### config.mk
export PLATFORM = sky130hd
export DESIGN_NAME = rocfg_bank
export DESIGN_NICKNAME = d
export VERILOG_FILES = /design/src/verilog/rocfg_bank.v /design/src/verilog/rocfg_sync.v
export VERILOG_INCLUDE_DIRS = /design/src /design/src/verilog
export SDC_FILE = /design/constraint.sdc
export NUM_CORES = 1
export LEC_CHECK = 0
export ABC_AREA = 1
export BUFFER_PORTS_ARGS = -buffer_cell sky130_fd_sc_hd__buf_2
export CAP_MARGIN = 20
export CORE_AREA = 3 3 127 129
export CTS_CLUSTER_DIAMETER = 100
export DETAILED_ROUTE_END_ITERATION = 12
export DIE_AREA = 0 0 130 132
export GPL_ROUTABILITY_DRIVEN = 1
export GPL_TIMING_DRIVEN = 0
export PLACE_DENSITY = 0.56
export SYNTH_ARGS = -nofsm -noshare
export SYNTH_HDL_FRONTEND = slang
export SYNTH_HIERARCHICAL = 1
export SYNTH_SLANG_ARGS = --single-unit
### constraint.sdc
create_clock -name clk_i -period 5.96 [get_ports clk_i]
set_clock_uncertainty 0.2 [all_clocks]
set_input_delay 1.192 -clock clk_i [delete_from_list [all_inputs] [get_ports clk_i]]
set_output_delay 1.192 -clock clk_i [all_outputs]
set_load 0.05 [all_outputs]
### src/verilog/rocfg_defs.vh
// Constants of the regulator option configuration bank: offsets, fields, resets.
// Assumes inclusion by bare name from the bank and its bench.
`ifndef ROCFG_DEFS_VH
`define ROCFG_DEFS_VH

// Register offsets on the serial management port
`define ROCFG_ADDR_MODE_DSCG    8'h06
`define ROCFG_ADDR_LATCHOFF     8'h07
`define ROCFG_ADDR_SW_PHASE     8'h08
`define ROCFG_ADDR_SYNC_CFG     8'h0A
`define ROCFG_ADDR_STATUS       8'h0C

// Field positions
`define ROCFG_PSM_LSB           0
`define ROCFG_DSCG_LSB          4
`define ROCFG_SCP_LSB           0
`define ROCFG_OVP_LSB           4
`define ROCFG_PH2_LSB           0
`define ROCFG_PH3_LSB           2
`define ROCFG_PH4_LSB           4
`define ROCFG_CH1_HALF_RATE_SELECT_BIT         6
`define ROCFG_CH3_HALF_RATE_SELECT_BIT         7
`define ROCFG_SYNC_OUT_BIT      7

// Reset values of the non-fuse fields
`define ROCFG_RST_PSM           4'h0
`define ROCFG_RST_PH2           2'h2
`define ROCFG_RST_PH3           2'h0
`define ROCFG_RST_PH4           2'h2
`define ROCFG_RST_SYNC_OUT      1'b0

// Serial port slave address, arbitrary value
`define ROCFG_SLAVE_ADDR        7'h48

`endif

### src/verilog/rocfg_bank.v
// Option configuration bank of a quad buck controller behind a two-wire serial port.
// Assumes fuse straps are stable at reset release and fault inputs are asynchronous levels.
`timescale 1ns/1ns
`include "rocfg_defs.vh"

////////////////////////////////////////////////////////////////////////////////
// Behaviour
// - Power-save selection applies while mode pin high or pin configured for clocking.
// - Mode pin low and not clocking forces all channels to automatic power-save.
// - Register 0x06 bits 0..3 select channel mode, 0 forced PWM at reset.
// - Register 0x06 bits 4..7 enable output discharge per channel.
// - All four discharge enables load together from one fuse at reset.
// - Register 0x07 bits 4..7 enable overvoltage latch-off per channel.
// - Register 0x07 bits 0..3 enable short-circuit latch-off per channel.
// - Enabled latch-off error sets that channel's latched flag in register 12.
// - Short-circuit and overvoltage enables load from their fuses, same for all channels.
// - Register 0x08 bit 6 and bit 7 halve channel 1 and channel 3 rate.
// - Both half-rate bits load their reset values from fuses.
// - Register 0x08 holds phase offsets: ch4 bits 5:4, ch3 3:2, ch2 1:0.
// - Phase codes 0/90/180/270 degrees; reset ch2 and ch4 180, ch3 0.
// - A separate bit selects mode pin as sync input (0, reset) or output.
module rocfg_bank (
    input  wire       clk_i,
    input  wire       rst_i,
    input  wire       scl_i,
    input  wire       sda_i,
    output wire       sda_o,
    output reg        sda_oe_o,
    input  wire       sync_mode_pin_i,
    input  wire       sync_clock_detected_i,
    input  wire [3:0] shortcircuit_fault_i,
    input  wire [3:0] overvoltage_fault_i,
    input  wire       fuse_discharge_i,
    input  wire       fuse_shortcircuit_i,
    input  wire       fuse_overvoltage_i,
    input  wire       fuse_ch1_half_rate_i,
    input  wire       fuse_ch3_half_rate_i,
    output reg  [3:0] auto_powersave_active_o,
    output wire [3:0] output_discharge_enable_o,
    output wire [3:0] shortcircuit_latchoff_enable_o,
    output wire [3:0] overvoltage_latchoff_enable_o,
    output wire       ch1_half_rate_select_o,
    output wire       ch3_half_rate_select_o,
    output wire [1:0] ch2_phase_offset_o,
    output wire [1:0] ch3_phase_offset_o,
    output wire [1:0] ch4_phase_offset_o,
    output wire       sync_output_select_o,
    output wire [3:0] channel_latched_flag_o
);

localparam ST_IDLE   = 4'h0;
localparam ST_ADDR   = 4'h1;
localparam ST_ACK_AD = 4'h2;
localparam ST_REG    = 4'h3;
localparam ST_ACK_RG = 4'h4;
localparam ST_WDATA  = 4'h5;
localparam ST_ACK_WR = 4'h6;
localparam ST_RDATA  = 4'h7;
localparam ST_ACK_RD = 4'h8;

reg  [7:0]  mode_discharge_config;
reg  [7:0]  latchoff_config;
reg  [7:0]  switching_phase_config;
reg         sync_output_select;
reg  [3:0]  channel_latched_flag;
reg         fuse_loaded;

reg  [3:0]  state;
reg  [3:0]  bit_cnt;
reg  [7:0]  rx_shift;
reg  [7:0]  tx_shift;
reg  [7:0]  pointer;
reg         read_dir;
reg         master_nack;
reg         scl_prev;
reg         sda_prev;

wire [10:0] synced;
wire        scl_s;
wire        sda_s;
wire        mode_pin_s;
wire [3:0]  scp_s;
wire [3:0]  ovp_s;

////////////////////////////////////////////////////////////////////////////////
// Synchronisers for pins and fault levels; serial lines idle high

rocfg_sync #(
    .WIDTH   (11),
    .RST_VAL (11'h600)
) u_sync (
    .clk_i   (clk_i),
    .rst_i   (rst_i),
    .async_i ({scl_i, sda_i, sync_mode_pin_i, shortcircuit_fault_i, overvoltage_fault_i}),
    .sync_o  (synced)
);

assign scl_s      = synced[10];
assign sda_s      = synced[9];
assign mode_pin_s = synced[8];
assign scp_s      = synced[7:4];
assign ovp_s      = synced[3:0];

////////////////////////////////////////////////////////////////////////////////
// Register read decode

function [7:0] reg_read;
    input [7:0] addr;
    begin
        case (addr)
            `ROCFG_ADDR_MODE_DSCG: reg_read = mode_discharge_config;
            `ROCFG_ADDR_LATCHOFF:  reg_read = latchoff_config;
            `ROCFG_ADDR_SW_PHASE:  reg_read = switching_phase_config;
            `ROCFG_ADDR_SYNC_CFG:  reg_read = {sync_output_select, 7'h00};
            `ROCFG_ADDR_STATUS:    reg_read = {4'h0, channel_latched_flag};
            default:               reg_read = 8'h00;
        endcase
    end
endfunction

////////////////////////////////////////////////////////////////////////////////
// Serial slave: start/stop detection and byte engine

wire scl_rise = scl_s & ~scl_prev;
wire scl_fall = ~scl_s & scl_prev;
wire start_c  = scl_s & scl_prev & sda_prev & ~sda_s;
wire stop_c   = scl_s & scl_prev & ~sda_prev & sda_s;
wire wr_byte  = (state == ST_WDATA) & scl_fall & (bit_cnt == 4'h8);

assign sda_o = 1'b0;

always @(posedge clk_i or posedge rst_i)
begin
    if (rst_i)
    begin
        state       <= ST_IDLE;
        bit_cnt     <= 4'h0;
        rx_shift    <= 8'h00;
        tx_shift    <= 8'h00;
        pointer     <= 8'h00;
        read_dir    <= 1'b0;
        master_nack <= 1'b0;
        sda_oe_o    <= 1'b0;
        scl_prev    <= 1'b1;
        sda_prev    <= 1'b1;
    end
    else
    begin
        scl_prev <= scl_s;
        sda_prev <= sda_s;
        if (start_c)
        begin
            state    <= ST_ADDR;
            bit_cnt  <= 4'h0;
            sda_oe_o <= 1'b0;
        end
        else if (stop_c)
        begin
            state    <= ST_IDLE;
            sda_oe_o <= 1'b0;
        end
        else if (scl_rise)
        begin
            case (state)
                ST_ADDR, ST_REG, ST_WDATA:
                begin
                    rx_shift <= {rx_shift[6:0], sda_s};
                    bit_cnt  <= bit_cnt + 4'h1;
                end
                ST_RDATA:  bit_cnt     <= bit_cnt + 4'h1;
                ST_ACK_RD: master_nack <= sda_s;
                default:   bit_cnt     <= bit_cnt;
            endcase
        end
        else if (scl_fall)
        begin
            case (state)
                ST_ADDR:
                    if (bit_cnt == 4'h8)
                    begin
                        if (rx_shift[7:1] == `ROCFG_SLAVE_ADDR)
                        begin
                            read_dir <= rx_shift[0];
                            sda_oe_o <= 1'b1;
                            state    <= ST_ACK_AD;
                        end
                        else
                            state <= ST_IDLE;
                    end
                ST_ACK_AD:
                begin
                    bit_cnt <= 4'h0;
                    if (read_dir)
                    begin
                        tx_shift <= reg_read(pointer);
                        sda_oe_o <= ~|(reg_read(pointer) & 8'h80);
                        state    <= ST_RDATA;
                    end
                    else
                    begin
                        sda_oe_o <= 1'b0;
                        state    <= ST_REG;
                    end
                end
                ST_REG:
                    if (bit_cnt == 4'h8)
                    begin
                        pointer  <= rx_shift;
                        sda_oe_o <= 1'b1;
                        state    <= ST_ACK_RG;
                    end
                ST_ACK_RG, ST_ACK_WR:
                begin
                    sda_oe_o <= 1'b0;
                    bit_cnt  <= 4'h0;
                    state    <= ST_WDATA;
                end
                ST_WDATA:
                    if (bit_cnt == 4'h8)
                    begin
                        pointer  <= pointer + 8'h01;
                        sda_oe_o <= 1'b1;
                        state    <= ST_ACK_WR;
                    end
                ST_RDATA:
                    if (bit_cnt == 4'h8)
                    begin
                        pointer  <= pointer + 8'h01;
                        sda_oe_o <= 1'b0;
                        state    <= ST_ACK_RD;
                    end
                    else
                    begin
                        tx_shift <= {tx_shift[6:0], 1'b0};
                        sda_oe_o <= ~tx_shift[6];
                    end
                ST_ACK_RD:
                begin
                    bit_cnt <= 4'h0;
                    if (master_nack)
                        state <= ST_IDLE;
                    else
                    begin
                        tx_shift <= reg_read(pointer);
                        sda_oe_o <= ~|(reg_read(pointer) & 8'h80);
                        state    <= ST_RDATA;
                    end
                end
                default: state <= ST_IDLE;
            endcase
        end
    end
end

////////////////////////////////////////////////////////////////////////////////
// Configuration registers; fuse defaults caught on the first edge after reset

always @(posedge clk_i or posedge rst_i)
begin
    if (rst_i)
    begin
        fuse_loaded            <= 1'b0;
        mode_discharge_config  <= 8'h00;
        latchoff_config        <= 8'h00;
        switching_phase_config <= {2'b00, `ROCFG_RST_PH4, `ROCFG_RST_PH3, `ROCFG_RST_PH2};
        sync_output_select     <= `ROCFG_RST_SYNC_OUT;
    end
    else if (!fuse_loaded)
    begin
        fuse_loaded <= 1'b1;
        mode_discharge_config  <= {{4{fuse_discharge_i}}, `ROCFG_RST_PSM};
        latchoff_config        <= {{4{fuse_overvoltage_i}}, {4{fuse_shortcircuit_i}}};
        switching_phase_config[`ROCFG_CH1_HALF_RATE_SELECT_BIT] <= fuse_ch1_half_rate_i;
        switching_phase_config[`ROCFG_CH3_HALF_RATE_SELECT_BIT] <= fuse_ch3_half_rate_i;
    end
    else if (wr_byte)
    begin
        case (pointer)
            `ROCFG_ADDR_MODE_DSCG: mode_discharge_config  <= rx_shift;
            `ROCFG_ADDR_LATCHOFF:  latchoff_config        <= rx_shift;
            `ROCFG_ADDR_SW_PHASE:  switching_phase_config <= rx_shift;
            `ROCFG_ADDR_SYNC_CFG:  sync_output_select     <= rx_shift[`ROCFG_SYNC_OUT_BIT];
            default:               sync_output_select     <= sync_output_select;
        endcase
    end
end

////////////////////////////////////////////////////////////////////////////////
// Latched-off flags: set by enabled faults, write one to clear, set wins

wire status_wr = wr_byte & (pointer == `ROCFG_ADDR_STATUS);

wire [3:0]  trip;
wire [3:0]  next_latched_flag;

genvar ch;
generate
    for (ch = 0; ch < 4; ch = ch + 1)
    begin : g_latch
        assign trip[ch] = (latchoff_config[`ROCFG_SCP_LSB + ch] & scp_s[ch])
                        | (latchoff_config[`ROCFG_OVP_LSB + ch] & ovp_s[ch]);
    end
endgenerate

assign next_latched_flag = trip | (channel_latched_flag & ~({4{status_wr}} & rx_shift[3:0]));

always @(posedge clk_i or posedge rst_i)
begin
    if (rst_i)
        channel_latched_flag <= 4'h0;
    else
        channel_latched_flag <= next_latched_flag;
end

////////////////////////////////////////////////////////////////////////////////
// Effective channel mode from the mode pin and clocking configuration

wire pin_clocking = sync_output_select | sync_clock_detected_i;

always @(posedge clk_i or posedge rst_i)
begin
    if (rst_i)
        auto_powersave_active_o <= 4'hF;
    else if (mode_pin_s | pin_clocking)
        auto_powersave_active_o <= mode_discharge_config[`ROCFG_PSM_LSB +: 4];
    else
        auto_powersave_active_o <= 4'hF;
end

assign output_discharge_enable_o      = mode_discharge_config[`ROCFG_DSCG_LSB +: 4];
assign shortcircuit_latchoff_enable_o = latchoff_config[`ROCFG_SCP_LSB +: 4];
assign overvoltage_latchoff_enable_o  = latchoff_config[`ROCFG_OVP_LSB +: 4];
assign ch1_half_rate_select_o         = switching_phase_config[`ROCFG_CH1_HALF_RATE_SELECT_BIT];
assign ch3_half_rate_select_o         = switching_phase_config[`ROCFG_CH3_HALF_RATE_SELECT_BIT];
assign ch2_phase_offset_o             = switching_phase_config[`ROCFG_PH2_LSB +: 2];
assign ch3_phase_offset_o             = switching_phase_config[`ROCFG_PH3_LSB +: 2];
assign ch4_phase_offset_o             = switching_phase_config[`ROCFG_PH4_LSB +: 2];
assign sync_output_select_o           = sync_output_select;
assign channel_latched_flag_o         = channel_latched_flag;

endmodule

### src/verilog/rocfg_sync.v
// Two-flop synchroniser for a group of asynchronous levels.
// Assumes each bit is a slow level; the output is the second flop only.
`timescale 1ns/1ns

module rocfg_sync #(
    parameter             WIDTH   = 11,
    parameter [WIDTH-1:0] RST_VAL = {WIDTH{1'b0}}
) (
    input  wire             clk_i,
    input  wire             rst_i,
    input  wire [WIDTH-1:0] async_i,
    output reg  [WIDTH-1:0] sync_o
);

reg [WIDTH-1:0] meta;

always @(posedge clk_i or posedge rst_i)
begin
    if (rst_i)
    begin
        meta   <= RST_VAL;
        sync_o <= RST_VAL;
    end
    else
    begin
        meta   <= async_i;
        sync_o <= meta;
    end
end

endmodule
==> results.sh, run 1 <==
export IMPL_outcome="complete, no violations"
export IMPL_gate_count_of_the_mapped_netlist=541
export IMPL_gpl_final_weighted_congestion=0.893
export IMPL_hold_path_endpoint="u_sync/sync_o[0]"
export IMPL_netlist_top_cell_by_area="sky130_fd_sc_hd__dfrtp_1"
export IMPL_detail_route_vias_per_cell=4.78
export IMPL_worstReg2RegStart="scl_prev"
export IMPL_cts_root_buf="sky130_fd_sc_hd__clkbuf_16"
export IMPL_power_mw=1.40
export IMPL_rows=45
export IMPL_critPathSlowestCell="sky130_fd_sc_hd__dfstp_2"
export IMPL_clk_pin_slew_ns=0.07
export IMPL_totalNegativeSetupSlack_ns=0
export IMPL_share_of_synthesized_registers_carrying_an_async_set_or_reset_pct=100
export IMPL_fp_dieH_um=132
export IMPL_synth_area_per_cell_um2=8.29
export IMPL_cp_num_cells=1
export IMPL_synth_edf_count=0
export IMPL_first_pass_iters=4
export IMPL_dp_cells=777
export IMPL_yosys_warnings=6
export IMPL_end_kind="primary output"
export IMPL_cts_hold_buffers_added=0
export IMPL_layout_cells_non_filler=793
export IMPL_cell_by_cell_trace_of_the_critical_path="buf_2"
export IMPL_relSlewSlack_pct=41.4
export IMPL_worstReg2RegEnd="pointer[3]"
export IMPL_hold_ws_ns=0.152
export IMPL_hp_start="u_sync/meta[0]"
export IMPL_cts_max_path_buffers=2
export IMPL_mappedNetlistArea_mm2=0.00448
export IMPL_cp_startpoint="switching_phase_config[1]"
export IMPL_report_final_setup_viol=0
export IMPL_final_net_count=627
export IMPL_routed_wirelength_um=11300
export IMPL_synth_top_flop_cell="sky130_fd_sc_hd__dfrtp_1"
export IMPL_count_of_final_hold_check_violations=0
export IMPL_timing_critical_path_slowest_cell_delay_ns=0.57
export IMPL_num_vias=3787
export IMPL_final_antenna_net_count=0
export IMPL_die_width_um=130
export IMPL_io_pin_count=50
export IMPL_grt_first_pass_wirelength_um=18600
export IMPL_critical_path_class="reg2out"
export IMPL_synth_top_cell_area_share_pct=44.7
export IMPL_synth_area_leaders="sky130_fd_sc_hd__dfrtp_1, sky130_fd_sc_hd__nand2_1, sky130_fd_sc_hd__dfstp_2"
export IMPL_pin_count_of_the_biggest_net_entering_global_routing=71
export IMPL_holdPathStages=0
export IMPL_num_antenna_cells=0
export IMPL_clk_latency_ns=0.35
export IMPL_sequential_to_total_area_share_from_yosys_stat_pct=51.7
export IMPL_clock_sinks=92
export IMPL_drt_drc_violations_left=0
export IMPL_max_slew_worst_pin_slew_ns=0.878
export IMPL_period_share_pct=43.1
export IMPL_post_route_cells_drive_above_1_share_pct=19.5
export IMPL_reg2reg_setup_slack_ns=3.79
export IMPL_worst_path_buf_inv=1
export IMPL_max_cap_viol_count=0
export IMPL_yosys_cell_types_count=38
export IMPL_rsz_0062_raised_after_global_routing="no"
export IMPL_worst_path_dominant_cell_family="flip-flops"
export IMPL_post_route_min_period_ns=2.57
export IMPL_post_cts_resized=0
export IMPL_cts_tree="done"
export IMPL_avgRoutedWirePerCell_um=14.2
export IMPL_timing_reg2reg_worst_path_depth=8
export IMPL_classification_of_the_worst_slack_hold_path="reg2reg"
export IMPL_initial_core_util_pct=29.6
export IMPL_die_ar_mm2=0.0172
export IMPL_drc_marker_count_from_the_first_detailed_route_iteration=233
export IMPL_max_freq_mhz=389
export IMPL_critPathArrivalTime_ns=1.18
export IMPL_sequential_cell_area_mm2=0.00232
export IMPL_placement_io_buffers=48
export IMPL_synthesis_nets=568
export IMPL_coreArea_mm2=0.0151
export IMPL_critical_path_required_ns=4.57
export IMPL_cts_max_level=3
export IMPL_timing_max_transition_violations_final=0
export IMPL_globalRouteTotalUtil_pct=13.6
export IMPL_filler_cell_count=1549
export IMPL_place_hpwl_um=8510
export IMPL_power_static_leakage_nw=2.63
export IMPL_cp_start_kind="flop"
export IMPL_ys_seq_elements=92
export IMPL_irDropWorstVdd_uv=112
export IMPL_postCtsSetupBuffers=0
export IMPL_number_of_antenna_violations_at_the_first_check_in_global_routing=0
export IMPL_power_density_cell_area_mw_per_mm2=264
export IMPL_grt_overflow=0
export IMPL_area_growth_syn_to_layout_pct=17.8
export IMPL_critical_path_peak_fanout=3
export IMPL_multi_input_area_mm2=0.00184
export IMPL_tritoncts_num_buffers=9
export IMPL_first_global_vias=3716
## synthesized netlist by cell type (6+ instances only)
| cell type | count |
|---|---|
| sky130_fd_sc_hd__a21oi_1 | 13 |
| sky130_fd_sc_hd__buf_4 | 6 |
| sky130_fd_sc_hd__dfrtp_1 | 80 |
| sky130_fd_sc_hd__dfstp_2 | 12 |
| sky130_fd_sc_hd__ha_1 | 8 |
| sky130_fd_sc_hd__inv_1 | 53 |
| sky130_fd_sc_hd__nand2_1 | 165 |
| sky130_fd_sc_hd__nand3_1 | 47 |
| sky130_fd_sc_hd__nand4_1 | 10 |
| sky130_fd_sc_hd__nor2_1 | 35 |
| sky130_fd_sc_hd__nor3_1 | 9 |
| sky130_fd_sc_hd__o21ai_0 | 39 |
| sky130_fd_sc_hd__o21ai_2 | 9 |
## flip-flops by register name (all words and copies together) (netlist names), 7 cells and up
register	flops
mode_discharge_config	8
u_sync/meta	11
rx_shift	8
pointer	8
switching_phase_config	8
u_sync/sync_o	11
latchoff_config	8
tx_shift	7
## metrics by stage
step	area (µm²)	utilization, %	setup WS (ns)
floorplan	4480	-	2.81
global placement	4960	32.7	1.85
detailed placement	4960	32.8	3.71
CTS	5280	34.9	3.37
global route	5280	34.9	3.35
finish	5280	34.9	3.39
## kinds of logic (layout without fill, tap and decap cells)
family | count (synthesis) | in the layout | share of synthesized area (%)
other cells | 2 | 2 | 0.168
flops | 92 | 92 | 51.7
xor+xnor | 6 | 6 | 1.17
buf+inv | 73 | 137 | 7.31
simple gates | 287 | 287 | 28.0
compound gates | 73 | 73 | 9.46
fa+ha+maj | 8 | 8 | 2.23
## layout make-up
class / instances / share of cell area [%]
tap: 188 / 4.45
multi-input combinational: 376 / 34.8
clock buffer: 9 / 4.27
inverter: 57 / 4.10
sequential: 92 / 43.9
clock inverter: 7 / 1.78
timing repair buffer: 48 / 4.55
buffer: 16 / 2.16
## metal layers
metal,vias up,wire [µm],GRT usage (%)
met5,-,0,0
met4,0,191,4.33
met3,11,466,2.80
met2,87,5310,21.8
met1,1826,5310,18.5
li1,1863,-,-
## cells in the final DEF (no fill, tap or decap), types with 5 or more instances in the layout
| cell type | Yosys | routed |
|---|---|---|
| sky130_fd_sc_hd__nor2_2 | 5 | 5 |
| sky130_fd_sc_hd__nand4_1 | 10 | 10 |
| sky130_fd_sc_hd__nor2_1 | 35 | 35 |
| sky130_fd_sc_hd__o21ai_0 | 39 | 39 |
| sky130_fd_sc_hd__inv_1 | 53 | 52 |
| sky130_fd_sc_hd__buf_4 | 6 | 6 |
| sky130_fd_sc_hd__nor3_1 | 9 | 9 |
| sky130_fd_sc_hd__dfrtp_1 | 80 | 80 |
| sky130_fd_sc_hd__clkbuf_16 | 0 | 9 |
| sky130_fd_sc_hd__ha_1 | 8 | 8 |
| sky130_fd_sc_hd__nand2_1 | 165 | 165 |
| sky130_fd_sc_hd__dfstp_2 | 12 | 12 |
| sky130_fd_sc_hd__buf_2 | 1 | 49 |
| sky130_fd_sc_hd__o21ai_2 | 9 | 9 |
| sky130_fd_sc_hd__a21oi_1 | 13 | 13 |
| sky130_fd_sc_hd__nand2_2 | 5 | 5 |
| sky130_fd_sc_hd__nand3_1 | 47 | 47 |
## power by group
group | internal (mW) | switching (mW)
sequential | 0.652 | 0.0218
clock | 0.302 | 0.282
combinational | 0.0344 | 0.103
## worst max path at each step
stage          slack (ns)                   endpoint
2_1_floorplan        2.81                 bit_cnt[0]
3_3_place_gp         1.85  switching_phase_config[7]
3_5_place_dp         3.71  switching_phase_config[6]
4_1_cts              3.37      ch2_phase_offset_o[1]
5_1_grt              3.35      ch2_phase_offset_o[1]
6_report             3.39      ch2_phase_offset_o[1]
(Power assumes the default switching activity.)
==> inputs of run 2 (changes only) <==
--- a/config.mk
+++ b/config.mk
@@ -6,7 +6,7 @@
 export SDC_FILE = /design/constraint.sdc
 export NUM_CORES = 1
 export LEC_CHECK = 0
-export ABC_AREA = 1
+export ABC_AREA = 0
 export BUFFER_PORTS_ARGS = -buffer_cell sky130_fd_sc_hd__buf_2
 export CAP_MARGIN = 20
 export CORE_AREA = 3 3 127 129
@@ -15,7 +15,7 @@
 export DIE_AREA = 0 0 130 132
 export GPL_ROUTABILITY_DRIVEN = 1
 export GPL_TIMING_DRIVEN = 0
-export PLACE_DENSITY = 0.56
+export PLACE_DENSITY = 0.57
 export SYNTH_ARGS = -nofsm -noshare
 export SYNTH_HDL_FRONTEND = slang
 export SYNTH_HIERARCHICAL = 1
==> constraint.sdc (replaced) <==
create_clock -name clk_i -period 2.1 [get_ports clk_i]
set_clock_uncertainty 0.2 [all_clocks]
set_input_delay 0.42 -clock clk_i [delete_from_list [all_inputs] [get_ports clk_i]]
set_output_delay 0.42 -clock clk_i [all_outputs]
set_load 0.05 [all_outputs]
==> results.sh, run 2 <==
export IMPL_count_leader_synth="sky130_fd_sc_hd__dfrtp_1"
export IMPL_routed_wirelength_um=12400
export IMPL_final_antenna_net_count=0
export IMPL_gate_count_of_the_mapped_netlist=412
export IMPL_synth_area_per_cell_um2=10.9
export IMPL_grt_overflow=0
export IMPL_first_pass_iters=4
export IMPL_commonest_non_fill_non_tap_cell_in_the_layout="sky130_fd_sc_hd__dfrtp_1"
export IMPL_critical_path_required_ns=2.18
export IMPL_irDropWorstVdd_uv=489
export IMPL_finish_instance_area_mm2=0.00602
export IMPL_max_cap_viol_count=0
export IMPL_drt_drc_violations_left=0
export IMPL_worst_path_buf_inv=1
export IMPL_die_width_um=130
export IMPL_layout_cells_non_filler=705
export IMPL_num_antenna_cells=0
export IMPL_critPathArrivalTime_ns=2.27
export IMPL_dp_cells=650
export IMPL_rows=45
export IMPL_relSlewSlack_pct=42.2
export IMPL_num_vias=3659
export IMPL_filler_cell_count=1418
export IMPL_max_freq_mhz=456
export IMPL_sequential_to_total_area_share_from_yosys_stat_pct=51.6
export IMPL_synth_area_leaders="sky130_fd_sc_hd__dfrtp_1, sky130_fd_sc_hd__dfstp_2, sky130_fd_sc_hd__mux2i_1"
export IMPL_number_of_antenna_violations_at_the_first_check_in_global_routing=0
export IMPL_report_final_setup_viol=25
export IMPL_globalRouteTotalUtil_pct=14.5
export IMPL_netlist_top_cell_by_area="sky130_fd_sc_hd__dfrtp_1"
export IMPL_critical_path_peak_fanout=8
export IMPL_avgRoutedWirePerCell_um=17.5
export IMPL_initial_core_util_pct=29.7
export IMPL_period_share_pct=104
export IMPL_grtUsageMet1_pct=18.9
export IMPL_worst_path_dominant_cell_family="simple AND/OR/NAND/NOR gates"
export IMPL_final_net_count=539
export IMPL_detail_route_vias_per_cell=5.19
export IMPL_die_ar_mm2=0.0172
export IMPL_most_used_standard_cells_in_the_synthesized_netlist="sky130_fd_sc_hd__dfrtp_1, sky130_fd_sc_hd__a21oi_1, sky130_fd_sc_hd__nand2_1"
export IMPL_coreArea_mm2=0.0151
export IMPL_clk_pin_slew_ns=0.07
export IMPL_clk_latency_ns=0.34
export IMPL_area_growth_syn_to_layout_pct=34.0
export IMPL_placed_cell_area_mm2=0.00503
export IMPL_power_density_cell_area_mw_per_mm2=670
export IMPL_max_slew_worst_pin_slew_ns=0.865
export IMPL_synth_top_cell_area_share_pct=44.6
export IMPL_share_of_synthesized_registers_carrying_an_async_set_or_reset_pct=100
export IMPL_critical_path_class="reg2reg"
export IMPL_first_global_vias=3700
export IMPL_place_worst_setup_slack_ns=-0.399
export IMPL_pin_count_of_the_biggest_net_entering_global_routing=31
export IMPL_cts_root_buf="sky130_fd_sc_hd__clkbuf_16"
export IMPL_synthesis_nets=439
export IMPL_mappedNetlistArea_mm2=0.00449
export IMPL_grt_util_met3_pct=2.96
export IMPL_count_of_final_hold_check_violations=0
export IMPL_grtUsageMet2_pct=23.8
export IMPL_cell_by_cell_trace_of_the_critical_path="inv_2 > ha_4 > or2b_4 > or4_4 > a21oi_2 > a2bb2oi_2"
export IMPL_gpl_final_weighted_congestion=0.842
export IMPL_cts_max_level=3
export IMPL_ys_seq_elements=92
export IMPL_place_hpwl_um=8630
export IMPL_io_pin_count=50
export IMPL_fp_dieH_um=132
export IMPL_cts_tree="done"
export IMPL_grt_first_pass_wirelength_um=19600
export IMPL_post_route_min_period_ns=2.19
export IMPL_final_core_utilization_pct=39.7
export IMPL_totalNegativeSetupSlack_ns=-1.23
export IMPL_yosys_warnings=6
export IMPL_violated_checks="setup timing"
export IMPL_cp_start_kind="flop"
export IMPL_yosys_cell_types_count=59
export IMPL_critPathSlowestCell="sky130_fd_sc_hd__or4_4"
export IMPL_end_kind="flop"
export IMPL_synth_edf_count=0
export IMPL_global_route_peak_usage_layer="met2"
export IMPL_tritoncts_num_buffers=9
export IMPL_clock_sinks=92
export IMPL_hold_ws_ns=0.151
export IMPL_rsz_0062_raised_after_global_routing="yes"
export IMPL_timing_max_transition_violations_final=0
export IMPL_layout_cells_most_common_list="sky130_fd_sc_hd__dfrtp_1, sky130_fd_sc_hd__buf_2, sky130_fd_sc_hd__buf_4"
export IMPL_power_static_leakage_nw=2.52
export IMPL_post_route_cells_drive_above_1_share_pct=41.0
export IMPL_placement_io_buffers=48
export IMPL_largest_registers="u_sync/meta: 11 flops, u_sync/sync_o: 11 flops"
export IMPL_setup_ws_ns=-0.0910
export IMPL_outcome="finished with violations"
export IMPL_classification_of_the_worst_slack_hold_path="reg2reg"
export IMPL_cts_max_path_buffers=2
export IMPL_drc_marker_count_from_the_first_detailed_route_iteration=277
export IMPL_timing_critical_path_slowest_cell_delay_ns=0.58
export IMPL_power_mw=4.03
export IMPL_synth_top_flop_cell="sky130_fd_sc_hd__dfrtp_1"
## run 2: cells by family (layout without fill, tap and decap cells)
| kind of cell | Yosys count | count (layout) | synth area share [%] |
|---|---|---|---|
| AOI/OAI and AO/OA | 114 | 114 | 16.7 |
| DFF | 92 | 92 | 51.6 |
| other | 2 | 2 | 0.167 |
| adders and majority gates | 8 | 8 | 2.23 |
| muxes | 41 | 41 | 9.67 |
| xor gates and xnor gates | 1 | 1 | 0.195 |
| buffers and inverters | 40 | 145 | 4.79 |
| and+or+nand+nor | 114 | 114 | 14.7 |
## run 2: routing by layer
| metal | up-vias | part of all wire [%] |
|---|---|---|
| li1 | 1696 | - |
| met1 | 1838 | 44 |
| met2 | 104 | 50 |
| met3 | 21 | 3.6 |
| met4 | 0 | 2.2 |
| met5 | - | 0 |
## run 2: where the power goes
part	switching, mW	total, mW	internal [mW]
registers	0.0762	1.92	1.85
logic	0.290	0.461	0.171
clock network	0.793	1.65	0.856
total	1.16	4.03	2.88
## run 2: cell type report
cell class / count / area, µm² / area share, %
Clock inverter: 7 / 91.3 / 1.52
Multi-Input combinational cell: 280 / 2250 / 37.4
Tap cell: 188 / 235 / 3.91
Timing Repair Buffer: 92 / 658 / 10.9
Clock buffer: 9 / 225 / 3.74
Sequential cell: 92 / 2330 / 38.6
Buffer: 24 / 183 / 3.03
Inverter: 13 / 52.6 / 0.873
## run 2: worst reg2reg max path, delay by kind of cell (launching register included)
kind                     cells  cell delay, ns
AND/OR/NAND/NOR              2            0.85
flip-flops                   1            0.57
AO/OA/AOI/OAI                2            0.30
buffers and inverters        1            0.05
adder cells (fa/ha/maj)      1            0.16
## run 2: what timing repair did
item	in CTS	in global routing
pin swaps	28	12
setup buffers	19	11
setup endpoints to repair	57	61
resized for setup	56	41
endpoints found under the hold margin	20	0
hold buffers	12	0
## run 2: worst paths after layout
kind	end	slack, ns	cells past startpoint	start
worst min register to register	u_sync/sync_o[8]	0.15	0	u_sync/meta[8]
worst max-delay path	pointer[4]	-0.09	6	scl_prev
max in group asynchronous	u_sync/sync_o[8]	0.54	3	rst_i
min in group asynchronous	read_dir	0.39	3	rst_i
worst max register to register	pointer[4]	-0.09	6	scl_prev
worst min-delay path	u_sync/sync_o[8]	0.15	0	u_sync/meta[8]
